<file path="src/his_pkg.sv">
package his_pkg;

    // register byte offsets
    localparam logic [7:0] PWRDN_OFS    = 8'hd0;
    localparam logic [7:0] STATUS_OFS   = 8'hd4;
    localparam logic [7:0] ENABLE_OFS   = 8'hd8;
    localparam logic [7:0] CLEAR_OFS    = 8'hdc;
    localparam logic [7:0] CTRL_OFS     = 8'he0;
    localparam logic [7:0] ISO_ALL_OFS  = 8'he4;
    localparam logic [7:0] ISO_ANY_OFS  = 8'he8;
    localparam logic [7:0] BULK_ALL_OFS = 8'hec;
    localparam logic [7:0] BULK_ANY_OFS = 8'hf0;
    localparam logic [7:0] POLL_ALL_OFS = 8'hf4;
    localparam logic [7:0] POLL_ANY_OFS = 8'hf8;

    // status and enable field positions
    localparam int unsigned OTG_BIT  = 10;
    localparam int unsigned ISO_BIT  = 9;
    localparam int unsigned BULK_BIT = 8;
    localparam int unsigned POLL_BIT = 7;
    localparam int unsigned CLK_BIT  = 6;
    localparam int unsigned SUSP_BIT = 5;

    // power-down register wake field and control gate position
    localparam int unsigned WAKE_LSB = 16;
    localparam int unsigned WAKE_MSB = 31;
    localparam int unsigned GATE_BIT = 0;

    // descriptor list indices
    localparam int unsigned LIST_ISO  = 0;
    localparam int unsigned LIST_BULK = 1;
    localparam int unsigned LIST_POLL = 2;
    localparam int unsigned LIST_N    = 3;

    // reset values and implemented-bit mask
    localparam logic [15:0] STATUS_IMPL = 16'h07e0;
    localparam logic [15:0] STATUS_RST  = 16'h0040;
    localparam logic [15:0] ENABLE_RST  = 16'h0000;
    localparam logic [15:0] WAKE_RST    = 16'h0000;
    localparam logic        GATE_RST    = 1'b0;

    // wake duration unit
    localparam int unsigned CLK_PERIOD_NS = 25;
    localparam int unsigned WAKE_UNIT_NS  = 1000;
    localparam int unsigned WAKE_UNIT_CYC = (WAKE_UNIT_NS + CLK_PERIOD_NS - 1) / CLK_PERIOD_NS;

endpackage

</file>
<file path="src/his_irq_status_flags.sv">
`timescale 1ns/1ps
`default_nettype none

module his_irq_status_flags #(
    parameter int unsigned NDESC    = 32,
    parameter int unsigned UNIT_CYC = his_pkg::WAKE_UNIT_CYC
) (
    // clock and reset
    input  wire logic             clk,
    input  wire logic             nrst,
    // apb slave
    input  wire logic             psel,
    input  wire logic             penable,
    input  wire logic             pwrite,
    input  wire logic [7:0]       paddr,
    input  wire logic [31:0]      pwdata,
    output var  logic [31:0]      prdata,
    output var  logic             pready,
    output var  logic             pslverr,
    // controller events
    input  wire logic             otgEvent,
    input  wire logic             isoTdDone,
    input  wire logic             bulkTdDone,
    input  wire logic             pollTdDone,
    input  wire logic [NDESC-1:0] isoDoneVec,
    input  wire logic [NDESC-1:0] bulkDoneVec,
    input  wire logic [NDESC-1:0] pollDoneVec,
    input  wire logic             clksStable,
    input  wire logic             hostSuspended,
    // outputs
    output var  logic             irq,
    output var  logic             awake
);

    typedef logic [NDESC-1:0] his_desc_t;

    // mask all/any combination for one descriptor list
    function automatic logic his_mask_hit(input his_desc_t done, input his_desc_t all, input his_desc_t any);
        his_mask_hit = ((all != '0) && ((done & all) == all)) || ((done & any) != '0);
    endfunction

    his_desc_t   maskAll_r [his_pkg::LIST_N];
    his_desc_t   maskAny_r [his_pkg::LIST_N];
    his_desc_t   doneVec   [his_pkg::LIST_N];
    logic [2:0]  tdDone;
    logic [2:0]  hit;
    logic [2:0]  hit_r;
    logic [2:0]  listEv;

    logic [15:0] status_r;
    logic [15:0] status_nxt;
    logic [15:0] enable_r;
    logic [15:0] wakeTime_r;
    logic        gate_r;
    logic        clkStable_r;
    logic        suspended_r;

    logic        setup;
    logic        access;
    logic        wrEn;
    logic        mapped;
    logic [31:0] rdMux;
    logic [15:0] setVec;
    logic [15:0] clrVec;
    logic        clkEv;
    logic        suspEv;
    logic        wakeStart;
    logic        pending;

    // apb phases and address decode
    assign setup  = psel && !penable;
    assign access = psel && penable && pready;
    assign wrEn   = access && pwrite && !pslverr;

    assign mapped = (paddr == his_pkg::PWRDN_OFS)    || (paddr == his_pkg::STATUS_OFS)   ||
                    (paddr == his_pkg::ENABLE_OFS)   || (paddr == his_pkg::CLEAR_OFS)    ||
                    (paddr == his_pkg::CTRL_OFS)     || (paddr == his_pkg::ISO_ALL_OFS)  ||
                    (paddr == his_pkg::ISO_ANY_OFS)  || (paddr == his_pkg::BULK_ALL_OFS) ||
                    (paddr == his_pkg::BULK_ANY_OFS) || (paddr == his_pkg::POLL_ALL_OFS) ||
                    (paddr == his_pkg::POLL_ANY_OFS);

    // clear register is write-only and reads zero
    assign rdMux = (paddr == his_pkg::PWRDN_OFS)    ? {wakeTime_r, 16'h0000} :
                   (paddr == his_pkg::STATUS_OFS)   ? {16'h0000, status_r} :
                   (paddr == his_pkg::ENABLE_OFS)   ? {16'h0000, enable_r} :
                   (paddr == his_pkg::CTRL_OFS)     ? {31'h0, gate_r} :
                   (paddr == his_pkg::ISO_ALL_OFS)  ? 32'(maskAll_r[his_pkg::LIST_ISO]) :
                   (paddr == his_pkg::ISO_ANY_OFS)  ? 32'(maskAny_r[his_pkg::LIST_ISO]) :
                   (paddr == his_pkg::BULK_ALL_OFS) ? 32'(maskAll_r[his_pkg::LIST_BULK]) :
                   (paddr == his_pkg::BULK_ANY_OFS) ? 32'(maskAny_r[his_pkg::LIST_BULK]) :
                   (paddr == his_pkg::POLL_ALL_OFS) ? 32'(maskAll_r[his_pkg::LIST_POLL]) :
                   (paddr == his_pkg::POLL_ANY_OFS) ? 32'(maskAny_r[his_pkg::LIST_POLL]) :
                   32'h00000000;

    // zero-wait slave: answer in the first access cycle
    always_ff @(posedge clk) begin
        if (!nrst) begin
            pready  <= 1'b0;
            pslverr <= 1'b0;
            prdata  <= 32'h00000000;
        end else begin
            pready  <= setup;
            pslverr <= setup && !mapped;
            prdata  <= (setup && !pwrite) ? rdMux : 32'h00000000;
        end
    end

    // descriptor completion per list
    assign doneVec[his_pkg::LIST_ISO]  = isoDoneVec;
    assign doneVec[his_pkg::LIST_BULK] = bulkDoneVec;
    assign doneVec[his_pkg::LIST_POLL] = pollDoneVec;
    assign tdDone = {pollTdDone, bulkTdDone, isoTdDone};

    for (genvar i = 0; i < his_pkg::LIST_N; i++) begin : g_list
        assign hit[i] = his_mask_hit(doneVec[i], maskAll_r[i], maskAny_r[i]);
        // single completion counts when the list has no masks; else a fresh mask match
        assign listEv[i] = (tdDone[i] && maskAll_r[i] == '0 && maskAny_r[i] == '0) || (hit[i] && !hit_r[i]);
    end

    always_ff @(posedge clk) begin
        if (!nrst) begin
            hit_r       <= 3'h0;
            clkStable_r <= 1'b0;
            suspended_r <= 1'b0;
        end else begin
            hit_r       <= hit;
            clkStable_r <= clksStable;
            suspended_r <= hostSuspended;
        end
    end

    assign clkEv  = clksStable && !clkStable_r;
    assign suspEv = hostSuspended && !suspended_r;

    // event sources, independent of the gate
    assign setVec = {5'h00,
                     otgEvent,
                     listEv[his_pkg::LIST_ISO],
                     listEv[his_pkg::LIST_BULK],
                     listEv[his_pkg::LIST_POLL],
                     clkEv,
                     suspEv,
                     5'h00};

    assign clrVec = (wrEn && (paddr == his_pkg::STATUS_OFS || paddr == his_pkg::CLEAR_OFS)) ?
                    (pwdata[15:0] & his_pkg::STATUS_IMPL) : 16'h0000;

    // set wins over a clear in the same cycle
    assign status_nxt = ((status_r & ~clrVec) | setVec) & his_pkg::STATUS_IMPL;

    always_ff @(posedge clk) begin
        if (!nrst) begin
            status_r <= his_pkg::STATUS_RST;
        end else begin
            status_r <= status_nxt;
        end
    end

    // software-written registers
    always_ff @(posedge clk) begin
        if (!nrst) begin
            enable_r   <= his_pkg::ENABLE_RST;
            wakeTime_r <= his_pkg::WAKE_RST;
            gate_r     <= his_pkg::GATE_RST;
        end else if (wrEn) begin
            if (paddr == his_pkg::ENABLE_OFS) begin
                enable_r <= pwdata[15:0] & his_pkg::STATUS_IMPL;
            end
            if (paddr == his_pkg::PWRDN_OFS) begin
                wakeTime_r <= pwdata[his_pkg::WAKE_MSB:his_pkg::WAKE_LSB];
            end
            if (paddr == his_pkg::CTRL_OFS) begin
                gate_r <= pwdata[his_pkg::GATE_BIT];
            end
        end
    end

    always_ff @(posedge clk) begin
        if (!nrst) begin
            for (int i = 0; i < his_pkg::LIST_N; i++) begin
                maskAll_r[i] <= '0;
                maskAny_r[i] <= '0;
            end
        end else if (wrEn) begin
            case (paddr)
                his_pkg::ISO_ALL_OFS:  maskAll_r[his_pkg::LIST_ISO]  <= pwdata[NDESC-1:0];
                his_pkg::ISO_ANY_OFS:  maskAny_r[his_pkg::LIST_ISO]  <= pwdata[NDESC-1:0];
                his_pkg::BULK_ALL_OFS: maskAll_r[his_pkg::LIST_BULK] <= pwdata[NDESC-1:0];
                his_pkg::BULK_ANY_OFS: maskAny_r[his_pkg::LIST_BULK] <= pwdata[NDESC-1:0];
                his_pkg::POLL_ALL_OFS: maskAll_r[his_pkg::LIST_POLL] <= pwdata[NDESC-1:0];
                his_pkg::POLL_ANY_OFS: maskAny_r[his_pkg::LIST_POLL] <= pwdata[NDESC-1:0];
                default: ;
            endcase
        end
    end

    // interrupt line: enabled pending flag behind the global gate
    assign pending = gate_r && ((status_r & enable_r) != 16'h0000);

    always_ff @(posedge clk) begin
        if (!nrst) begin
            irq <= 1'b0;
        end else begin
            irq <= pending;
        end
    end

    // any access while the suspend flag is up and hostSuspended is still high wakes the device if the wake time is nonzero
    assign wakeStart = setup && status_r[his_pkg::SUSP_BIT] && hostSuspended;

    his_wake_timer #(
        .UNIT_CYC (UNIT_CYC)
    ) u_wake (
        .clk      (clk),
        .nrst     (nrst),
        .start    (wakeStart),
        .duration (wakeTime_r),
        .awake    (awake)
    );
endmodule

`default_nettype wire

</file>
<file path="src/his_wake_timer.sv">
`timescale 1ns/1ps
`default_nettype none

module his_wake_timer #(
    parameter int unsigned UNIT_CYC = his_pkg::WAKE_UNIT_CYC
) (
    // clock and reset
    input  wire logic        clk,
    input  wire logic        nrst,
    // control
    input  wire logic        start,
    input  wire logic [15:0] duration,
    // status
    output var  logic        awake
);

    localparam int unsigned DIV_W = (UNIT_CYC > 1) ? $clog2(UNIT_CYC) : 1;

    logic [DIV_W-1:0] div_r;
    logic [15:0]      remain_r;
    logic             tick;

    // one-cycle enable per wake unit
    assign tick = (div_r == DIV_W'(UNIT_CYC - 1));

    always_ff @(posedge clk) begin
        if (!nrst || start || tick) begin
            div_r <= '0;
        end else begin
            div_r <= div_r + 1'b1;
        end
    end

    always_ff @(posedge clk) begin
        if (!nrst) begin
            remain_r <= '0;
        end else if (start) begin
            remain_r <= duration;
        end else if (tick && remain_r != 16'h0000) begin
            remain_r <= remain_r - 1'b1;
        end
    end

    always_ff @(posedge clk) begin
        if (!nrst) begin
            awake <= 1'b0;
        end else begin
            awake <= start ? (duration != 16'h0000) : (remain_r > 16'h0001 || (remain_r == 16'h0001 && !tick));
        end
    end

endmodule

`default_nettype wire
</file>
<file path="config.mk">
export PLATFORM = sky130hd
export DESIGN_NAME = his_irq_status_flags
export DESIGN_NICKNAME = d
export VERILOG_FILES = /design/src/his_pkg.sv /design/src/his_irq_status_flags.sv /design/src/his_wake_timer.sv
export SDC_FILE = /design/constraint.sdc
export NUM_CORES = 1
export LEC_CHECK = 0
export ABC_AREA = 0
export BUFFER_PORTS_ARGS = -buffer_cell sky130_fd_sc_hd__buf_4
export CAP_MARGIN = 20
export CORE_MARGIN = 4
export CORE_UTILIZATION = 52
export CTS_CLUSTER_SIZE = 25
export DETAILED_ROUTE_END_ITERATION = 8
export PLACE_DENSITY = 0.8
export SYNTH_ARGS = -nofsm -noshare
export SYNTH_HDL_FRONTEND = slang
export SYNTH_SLANG_ARGS = --single-unit
</file>
<file path="constraint.sdc">
create_clock -name clk -period 4.3 [get_ports clk]
set_input_delay 0.86 -clock clk [delete_from_list [all_inputs] [get_ports clk]]
set_output_delay 0.86 -clock clk [all_outputs]
set_load 0.005 [all_outputs]
</file>
==> flow_metrics.py, run 1 <==
metrics = {
    "setup_path": {
        "worst_setup_path_end_kind": "flop",
        "slowest_stage": "nor2b_1",
        "crit_required_ns": 4.53,
        "reg2regPathDepth": 5,
        "crit_type": "input port to flop",
        "slowest_delay_ns": 0.89,
        "ff2ff_setup_slack_ns": 2.01,
        "critPathLaunchType": "input port",
        "reg2reg_to": "maskAny_r[0][66]",
        "regToRegStartpoint": "pslverr",
        "arrival_ns": 3.39,
        "worst_path_most_repeated_cell": "buf_4",
        "worstPathCellList": "buf_4, nor2b_1, nand2_1, o31ai_4, buf_4",
        "crit_fanout": 43,
        "crit_start": "paddr[2]",
    },
    "routing": {
        "totalWireLength_microns": 58990,
        "route.detailed.drc": 0,
        "wire_per_inst_microns": 32.77,
        "antenna_left": 0,
        "first_iter_violations": 2315,
        "vias": 12770,
        "via_per_inst": 7.092,
        "firstDrtPassIters": 8,
    },
    "power_and_ir_drop": {
        "totalPowerFinal_uw": 6431,
        "p_leak_uw": 0.006117,
        "power_per_cell_area_nw_per_um2": 395.7,
        "ir_drop_mv": 0.4291,
    },
    "sta": {
        "slew_violations": 0,
        "post-route-period-util_pct": 73.56,
        "setup_tns_ns": 0,
        "hold_viol_final": 0,
        "finalCriticalPeriod_ns": 3.163,
        "rsz0062_at_grt": "false",
        "relSlewSlack_pct": 27.77,
        "worst_slew_pin_slew_ns": 1.081,
        "fmax_mhz": 316.1,
        "setup_violations": 0,
        "setup_ws_ns": 1.137,
        "finClkSkew_ns": 0.01225,
    },
    "layout": {
        "final_area_sq_um": 16250,
        "syn_to_final_growth_pct": 20.51,
        "layout_common_cells": "buf_4, edfxtp_1, inv_1",
        "post_route_cells_drive_above_1_share_pct": 18.99,
        "nets": 1594,
        "final_common_cell": "buf_4",
        "fin_cells": 1800,
    },
    "cts": {
        "ctsRootBufferMaster": "clkbuf_16",
        "h-tree-depth": 1,
        "cts_hold_buf": 0,
        "clock-sinks": 284,
        "cts_tree": "yes",
        "cts_buffer_depth": 3,
        "cts.repair.resized": 0,
        "clock_latency_ns": 0.58,
        "post-cts-setup-buffer-count": 0,
        "clk_pin_slew_ns": 0.06,
        "cts_inserted_buffers": 31,
    },
    "die": {
        "design.portCount": 183,
        "die_h_microns": 169.1,
        "placementRows": 58,
        "initial_core_util_pct": 53.26,
        "dieArea_sq_um": 28580,
        "die_w_microns": 169.1,
        "fp.coreArea_sq_um": 25330,
    },
    "yosys": {
        "synth_area_leaders": "edfxtp_1, dfxtp_1, and2_1",
        "syn_area_per_cell_sq_um": 10.60,
        "synth_edf_count": 192,
        "ys_ff_latch": 284,
        "synth.distinct_cells": 72,
        "syn_inst": 1272,
        "synth_fp_nets": 1422,
        "synthFlopType": "edfxtp_1",
        "yosysTopAreaCellShare_pct": 42.75,
        "async_reset_ff_share_pct": 0,
        "yosys_warnings": 0,
        "synth_area_leader_cell": "edfxtp_1",
        "syn_area_sq_um": 13490,
        "seq_area_frac_synth_pct": 56.40,
    },
    "grt": {
        "grt_use_total_pct": 39.96,
        "antenna_found_initial": 2,
        "grt_pass1_wl_microns": 82970,
        "grt_start_max_net_pins": 62,
        "grt_pass1_vias": 11990,
        "gr-total-overflow": 0,
    },
    "placed_design": {
        "hpwl_microns": 45100,
        "dp_slack_ns": 0.6727,
        "io_buffers": 182,
        "placed_area_sq_um": 15150,
        "gp_congestion": 1.124,
        "dpl.cell_count": 1741,
    },
    "status": {
        "outcome": "complete, no violations",
    },
    "worst_hold_path": {
        "hold_path_startpoint": "u_wake.div_r[0]",
        "min_to": "u_wake.div_r[0]",
        "hp-class": "flop to flop",
        "holdPathStages": 1,
    },
    "run": {
        "drv_cap": 0,
    },
}
-- cells by family (layout without fill, tap and decap cells) --
family / after synthesis / count (layout) / synth area share [%]
XOR/XNOR: 16 / 16 / 1.039
adder cells (fa/ha/maj): 3 / 3 / 0.2783
AND/OR/NAND/NOR: 440 / 440 / 17.97
other: 0 / 1 / 0
flip-flops: 284 / 284 / 56.40
multiplexers: 16 / 16 / 1.225
AO/OA/AOI/OAI: 350 / 350 / 17.91
buffers and inverters: 163 / 360 / 5.176
-- final cells by class --
| class | instances | area, sq um |
|---|---|---|
| Tap cell | 330 | 412.9 |
| Antenna cell | 1 | 2.502 |
| Clock buffer | 46 | 908.4 |
| Fill cell | 2002 | 9072 |
| Sequential cell | 284 | 7607 |
| Multi-Input combinational cell | 825 | 5221 |
| Timing Repair Buffer | 202 | 1529 |
| Inverter | 100 | 375.4 |
| Clock inverter | 12 | 197.7 |
-- worst max-delay path by stage --
stage,end,slack [ns],depth (start not counted)
after floorplan,maskAll_r[0][0],0.54,5
after global placement,maskAny_r[0][14],0.73,7
after detailed placement,maskAny_r[0][47],0.67,7
after CTS,maskAny_r[0][66],1.24,7
after global routing,maskAny_r[0][47],1.03,7
final,maskAny_r[0][77],1.14,5
-- sequential cells by signal, summed over array words and instances (netlist names) --
register,count
pready,1
suspended_r,1
maskAny_r,96
status_r,6
maskAll_r,96
u_wake.awake,1
clkStable_r,1
pslverr,1
irq,1
gate_r,1
u_wake.remain_r,16
u_wake.div_r,6
enable_r,6
wakeTime_r,16
prdata,32
hit_r,3
-- critical path, delay by kind of cell --
family | cells | cell delay [ns]
buffers and inverters | 2 | 0.68
AO/OA/AOI/OAI | 1 | 0.38
AND/OR/NAND/NOR | 2 | 1.42
-- per-layer routing --
metal / global-route usage, % / wire length [microns] / vias to the layer above / share of wire (%)
li1: - / - / 5201 / -
met1: 51.13 / 20090 / 6021 / 34
met5: 0 / 0 / - / 0
met4: 22.30 / 4520 / 0 / 7.7
met3: 10.39 / 8236 / 317 / 14
met2: 62.12 / 26140 / 1226 / 44
-- through the flow --
stage | utilization [%] | hold slack, ns
6_report | 64.18 | 0.4410
3_3_place_gp | 59.80 | 0.4318
3_5_place_dp | 59.80 | 0.4376
2_1_floorplan | - | 0.4179
4_1_cts | 64.17 | 0.4454
5_1_grt | 64.17 | 0.4844
-- report_power, final --
group	internal [uW]	switching, uW	leakage (uW)	total (uW)
Sequential	2970	104	0.00281	3080
Combinational	197	294	0.00277	490
Clock	1760	1100	0.000543	2870
-- cells in the mapped netlist, drive strengths merged (3+ instances only) --
| library cell | instances |
|---|---|
| edfxtp | 192 |
| inv | 100 |
| nand2 | 93 |
| dfxtp | 92 |
| a21oi | 86 |
| nor4 | 70 |
| and2 | 69 |
| nor2 | 65 |
| o22ai | 60 |
| a221oi | 37 |
| buf | 33 |
| nand3 | 33 |
| clkbuf | 30 |
| nor2b | 30 |
| o21ai | 28 |
| a22oi | 24 |
| nor3 | 22 |
| nand4 | 21 |
| a22o | 18 |
| a21boi | 16 |
| o31ai | 15 |
| o221ai | 14 |
| mux2i | 12 |
| o31a | 11 |
| xnor2 | 10 |
| a211oi | 7 |
| nand2b | 6 |
| or2 | 6 |
| xor2 | 6 |
| a21o | 5 |
| a31oi | 5 |
| nor4b | 5 |
| o32a | 5 |
| or4 | 5 |
| a32oi | 4 |
| mux2 | 4 |
| o21a | 4 |
| and3 | 3 |
| ha | 3 |
| nor3b | 3 |
| or3 | 3 |
Note: power is estimated with default switching activity, not from simulation.
==> inputs of run 2 (changes only) <==
- CORE_UTILIZATION: 52 -> 58
- PLACE_DENSITY: 0.8 -> 0.84
- clock period: 4.3 -> 3.2 ns (I/O delays scaled with it)
==> run 2 against run 1 <==
Against the previous run:
- the run now ends with design-rule violations left
- routed wire length rose by 1.1%
- die area fell by 9.9%
- sequential share of layout area barely moved
- register-to-register slack got worse by 1.0 ns
- worst setup slack got worse by 0.26 ns
- non-clock buffer count rose by 11
- final area barely moved
- largest power group unchanged
- combinational power rose by 36%
==> flow_metrics.py, run 2 (same netlist as run 1, synthesis figures left out) <==
metrics = {
    "placed_design": {
        "io_buffers": 182,
        "hpwl_microns": 45320,
        "dpl.cell_count": 1735,
        "dp_slack_ns": 0.4235,
        "gp_congestion": 1.097,
        "placed_area_sq_um": 15240,
    },
    "die": {
        "placementRows": 55,
        "die_w_microns": 160.5,
        "design.portCount": 183,
        "fp.coreArea_sq_um": 22780,
        "die_h_microns": 160.5,
        "dieArea_sq_um": 25760,
        "initial_core_util_pct": 59.21,
    },
    "cts": {
        "h-tree-depth": 1,
        "cts_hold_buf": 0,
        "clock-sinks": 284,
        "cts.repair.resized": 0,
        "cts_tree": "yes",
        "cts_inserted_buffers": 28,
        "cts_buffer_depth": 3,
        "ctsRootBufferMaster": "clkbuf_16",
        "post-cts-setup-buffer-count": 0,
        "clk_pin_slew_ns": 0.07,
        "clock_latency_ns": 0.57,
    },
    "grt": {
        "grt_pass1_wl_microns": 84780,
        "grt_start_max_net_pins": 45,
        "grt_pass1_vias": 12450,
        "gr-total-overflow": 0,
        "antenna_found_initial": 0,
        "grt_use_total_pct": 44.96,
    },
    "routing": {
        "vias": 13100,
        "wire_per_inst_microns": 33.37,
        "first_iter_violations": 2534,
        "via_per_inst": 7.329,
        "firstDrtPassIters": 9,
        "antenna_left": 0,
        "totalWireLength_microns": 59640,
        "route.detailed.drc": 1,
    },
    "layout": {
        "antenna_cells": 0,
        "final_common_cell": "buf_4",
        "reg_top3": "maskAll_r: 96 flops, maskAny_r: 96 flops, prdata: 32 flops",
        "post_route_cells_drive_above_1_share_pct": 19.88,
        "layout_common_cells": "buf_4, edfxtp_1, inv_1",
        "fin_cells": 1787,
        "multiInputGateArea_sq_um": 5221,
        "final_area_sq_um": 16260,
        "seq_area_sq_um": 7607,
        "nets": 1602,
        "fillers": 1610,
        "syn_to_final_growth_pct": 20.55,
    },
    "run": {
        "drv_cap": 0,
    },
    "sta": {
        "fmax_mhz": 430.6,
        "setup_violations": 0,
        "worst_slew_pin_slew_ns": 0.9515,
        "relSlewSlack_pct": 36.56,
        "finClkSkew_ns": 0.01361,
        "hold_slack_ns": 0.2969,
        "setup_tns_ns": 0,
        "setup_ws_ns": 0.8775,
        "finalCriticalPeriod_ns": 2.322,
        "post-route-period-util_pct": 72.58,
        "slew_violations": 0,
        "rsz0062_at_grt": "false",
        "hold_viol_final": 0,
    },
    "status": {
        "outcome": "finished, violations left",
        "violations": "design-rule violations",
    },
    "worst_hold_path": {
        "hp-class": "input port to flop",
    },
    "power_and_ir_drop": {
        "ir_drop_mv": 0.5172,
        "p_leak_uw": 0.006138,
        "power_per_cell_area_nw_per_um2": 517.6,
    },
    "setup_path": {
        "arrival_ns": 2.73,
        "worst_setup_path_end_kind": "flop",
        "crit_fanout": 38,
        "critPathLaunchType": "input port",
        "crit_required_ns": 3.61,
        "crit_type": "input port to flop",
    },
}
[run 2: changes by cell type in the layout (fill, tap and decap cells not counted), sizes merged]
| cell | change |
|---|---|
| buf | +11 |
| bufinv | -1 |
| clkbuf | -13 |
| clkinv | +1 |
| clkinvlp | +1 |
| diode | -1 |
| inv | +6 |
[run 2: cell type report]
type                       instances  share of cell area, %
sequential                       284                  46.79
multi-input combinational        825                  32.11
timing repair buffer             213                  10.14
clock buffer                      33                  4.609
tap                              313                  2.409
inverter                         100                  2.309
clock inverter                    19                  1.631
[run 2: layer usage]
layer	track usage (%)	routed length, microns	vias to the layer above	share of wire [%]
li1	-	-	5199	-
met1	57.11	19780	6149	33
met2	68.84	26290	1396	44
met3	13.14	8801	353	15
met4	26.16	4766	0	8.0
met5	0	0	-	0
[run 2: worst paths after layout]
path | from | depth (start not counted) | endpoint | slack (ns)
setup reg to reg | u_wake.remain_r[0] | 8 | u_wake.remain_r[6] | 1.01
hold / removal | hostSuspended | 2 | suspended_r | 0.30
hold reg to reg | u_wake.div_r[0] | 1 | u_wake.div_r[0] | 0.48
setup / recovery | paddr[2] | 8 | prdata[4] | 0.88
[run 2: worst max-delay path, stage by stage]
cell     delay, ns
buf_4         0.36
buf_4         0.46
nor2b_1       0.11
nand2_1       0.38
nor2_2        0.20
a221o_1       0.38
o22ai_1       0.10
nor2_1        0.06
[run 2: power breakdown]
| group | total, uW | switching (uW) | leakage, uW | internal [uW] |
|---|---|---|---|---|
| clock network | 3620 | 1570 | 0.000496 | 2050 |
| logic | 666 | 391 | 0.00283 | 275 |
| registers | 4130 | 140 | 0.00281 | 3990 |
[run 2: metrics by stage]
stage | total power [uW] | utilization [%]
4_1_cts | 8344 | 71.38
3_3_place_gp | 4824 | 66.93
3_5_place_dp | 4823 | 66.93
6_report | 8415 | 71.38
5_1_grt | 8576 | 71.38
2_1_floorplan | 4422 | -
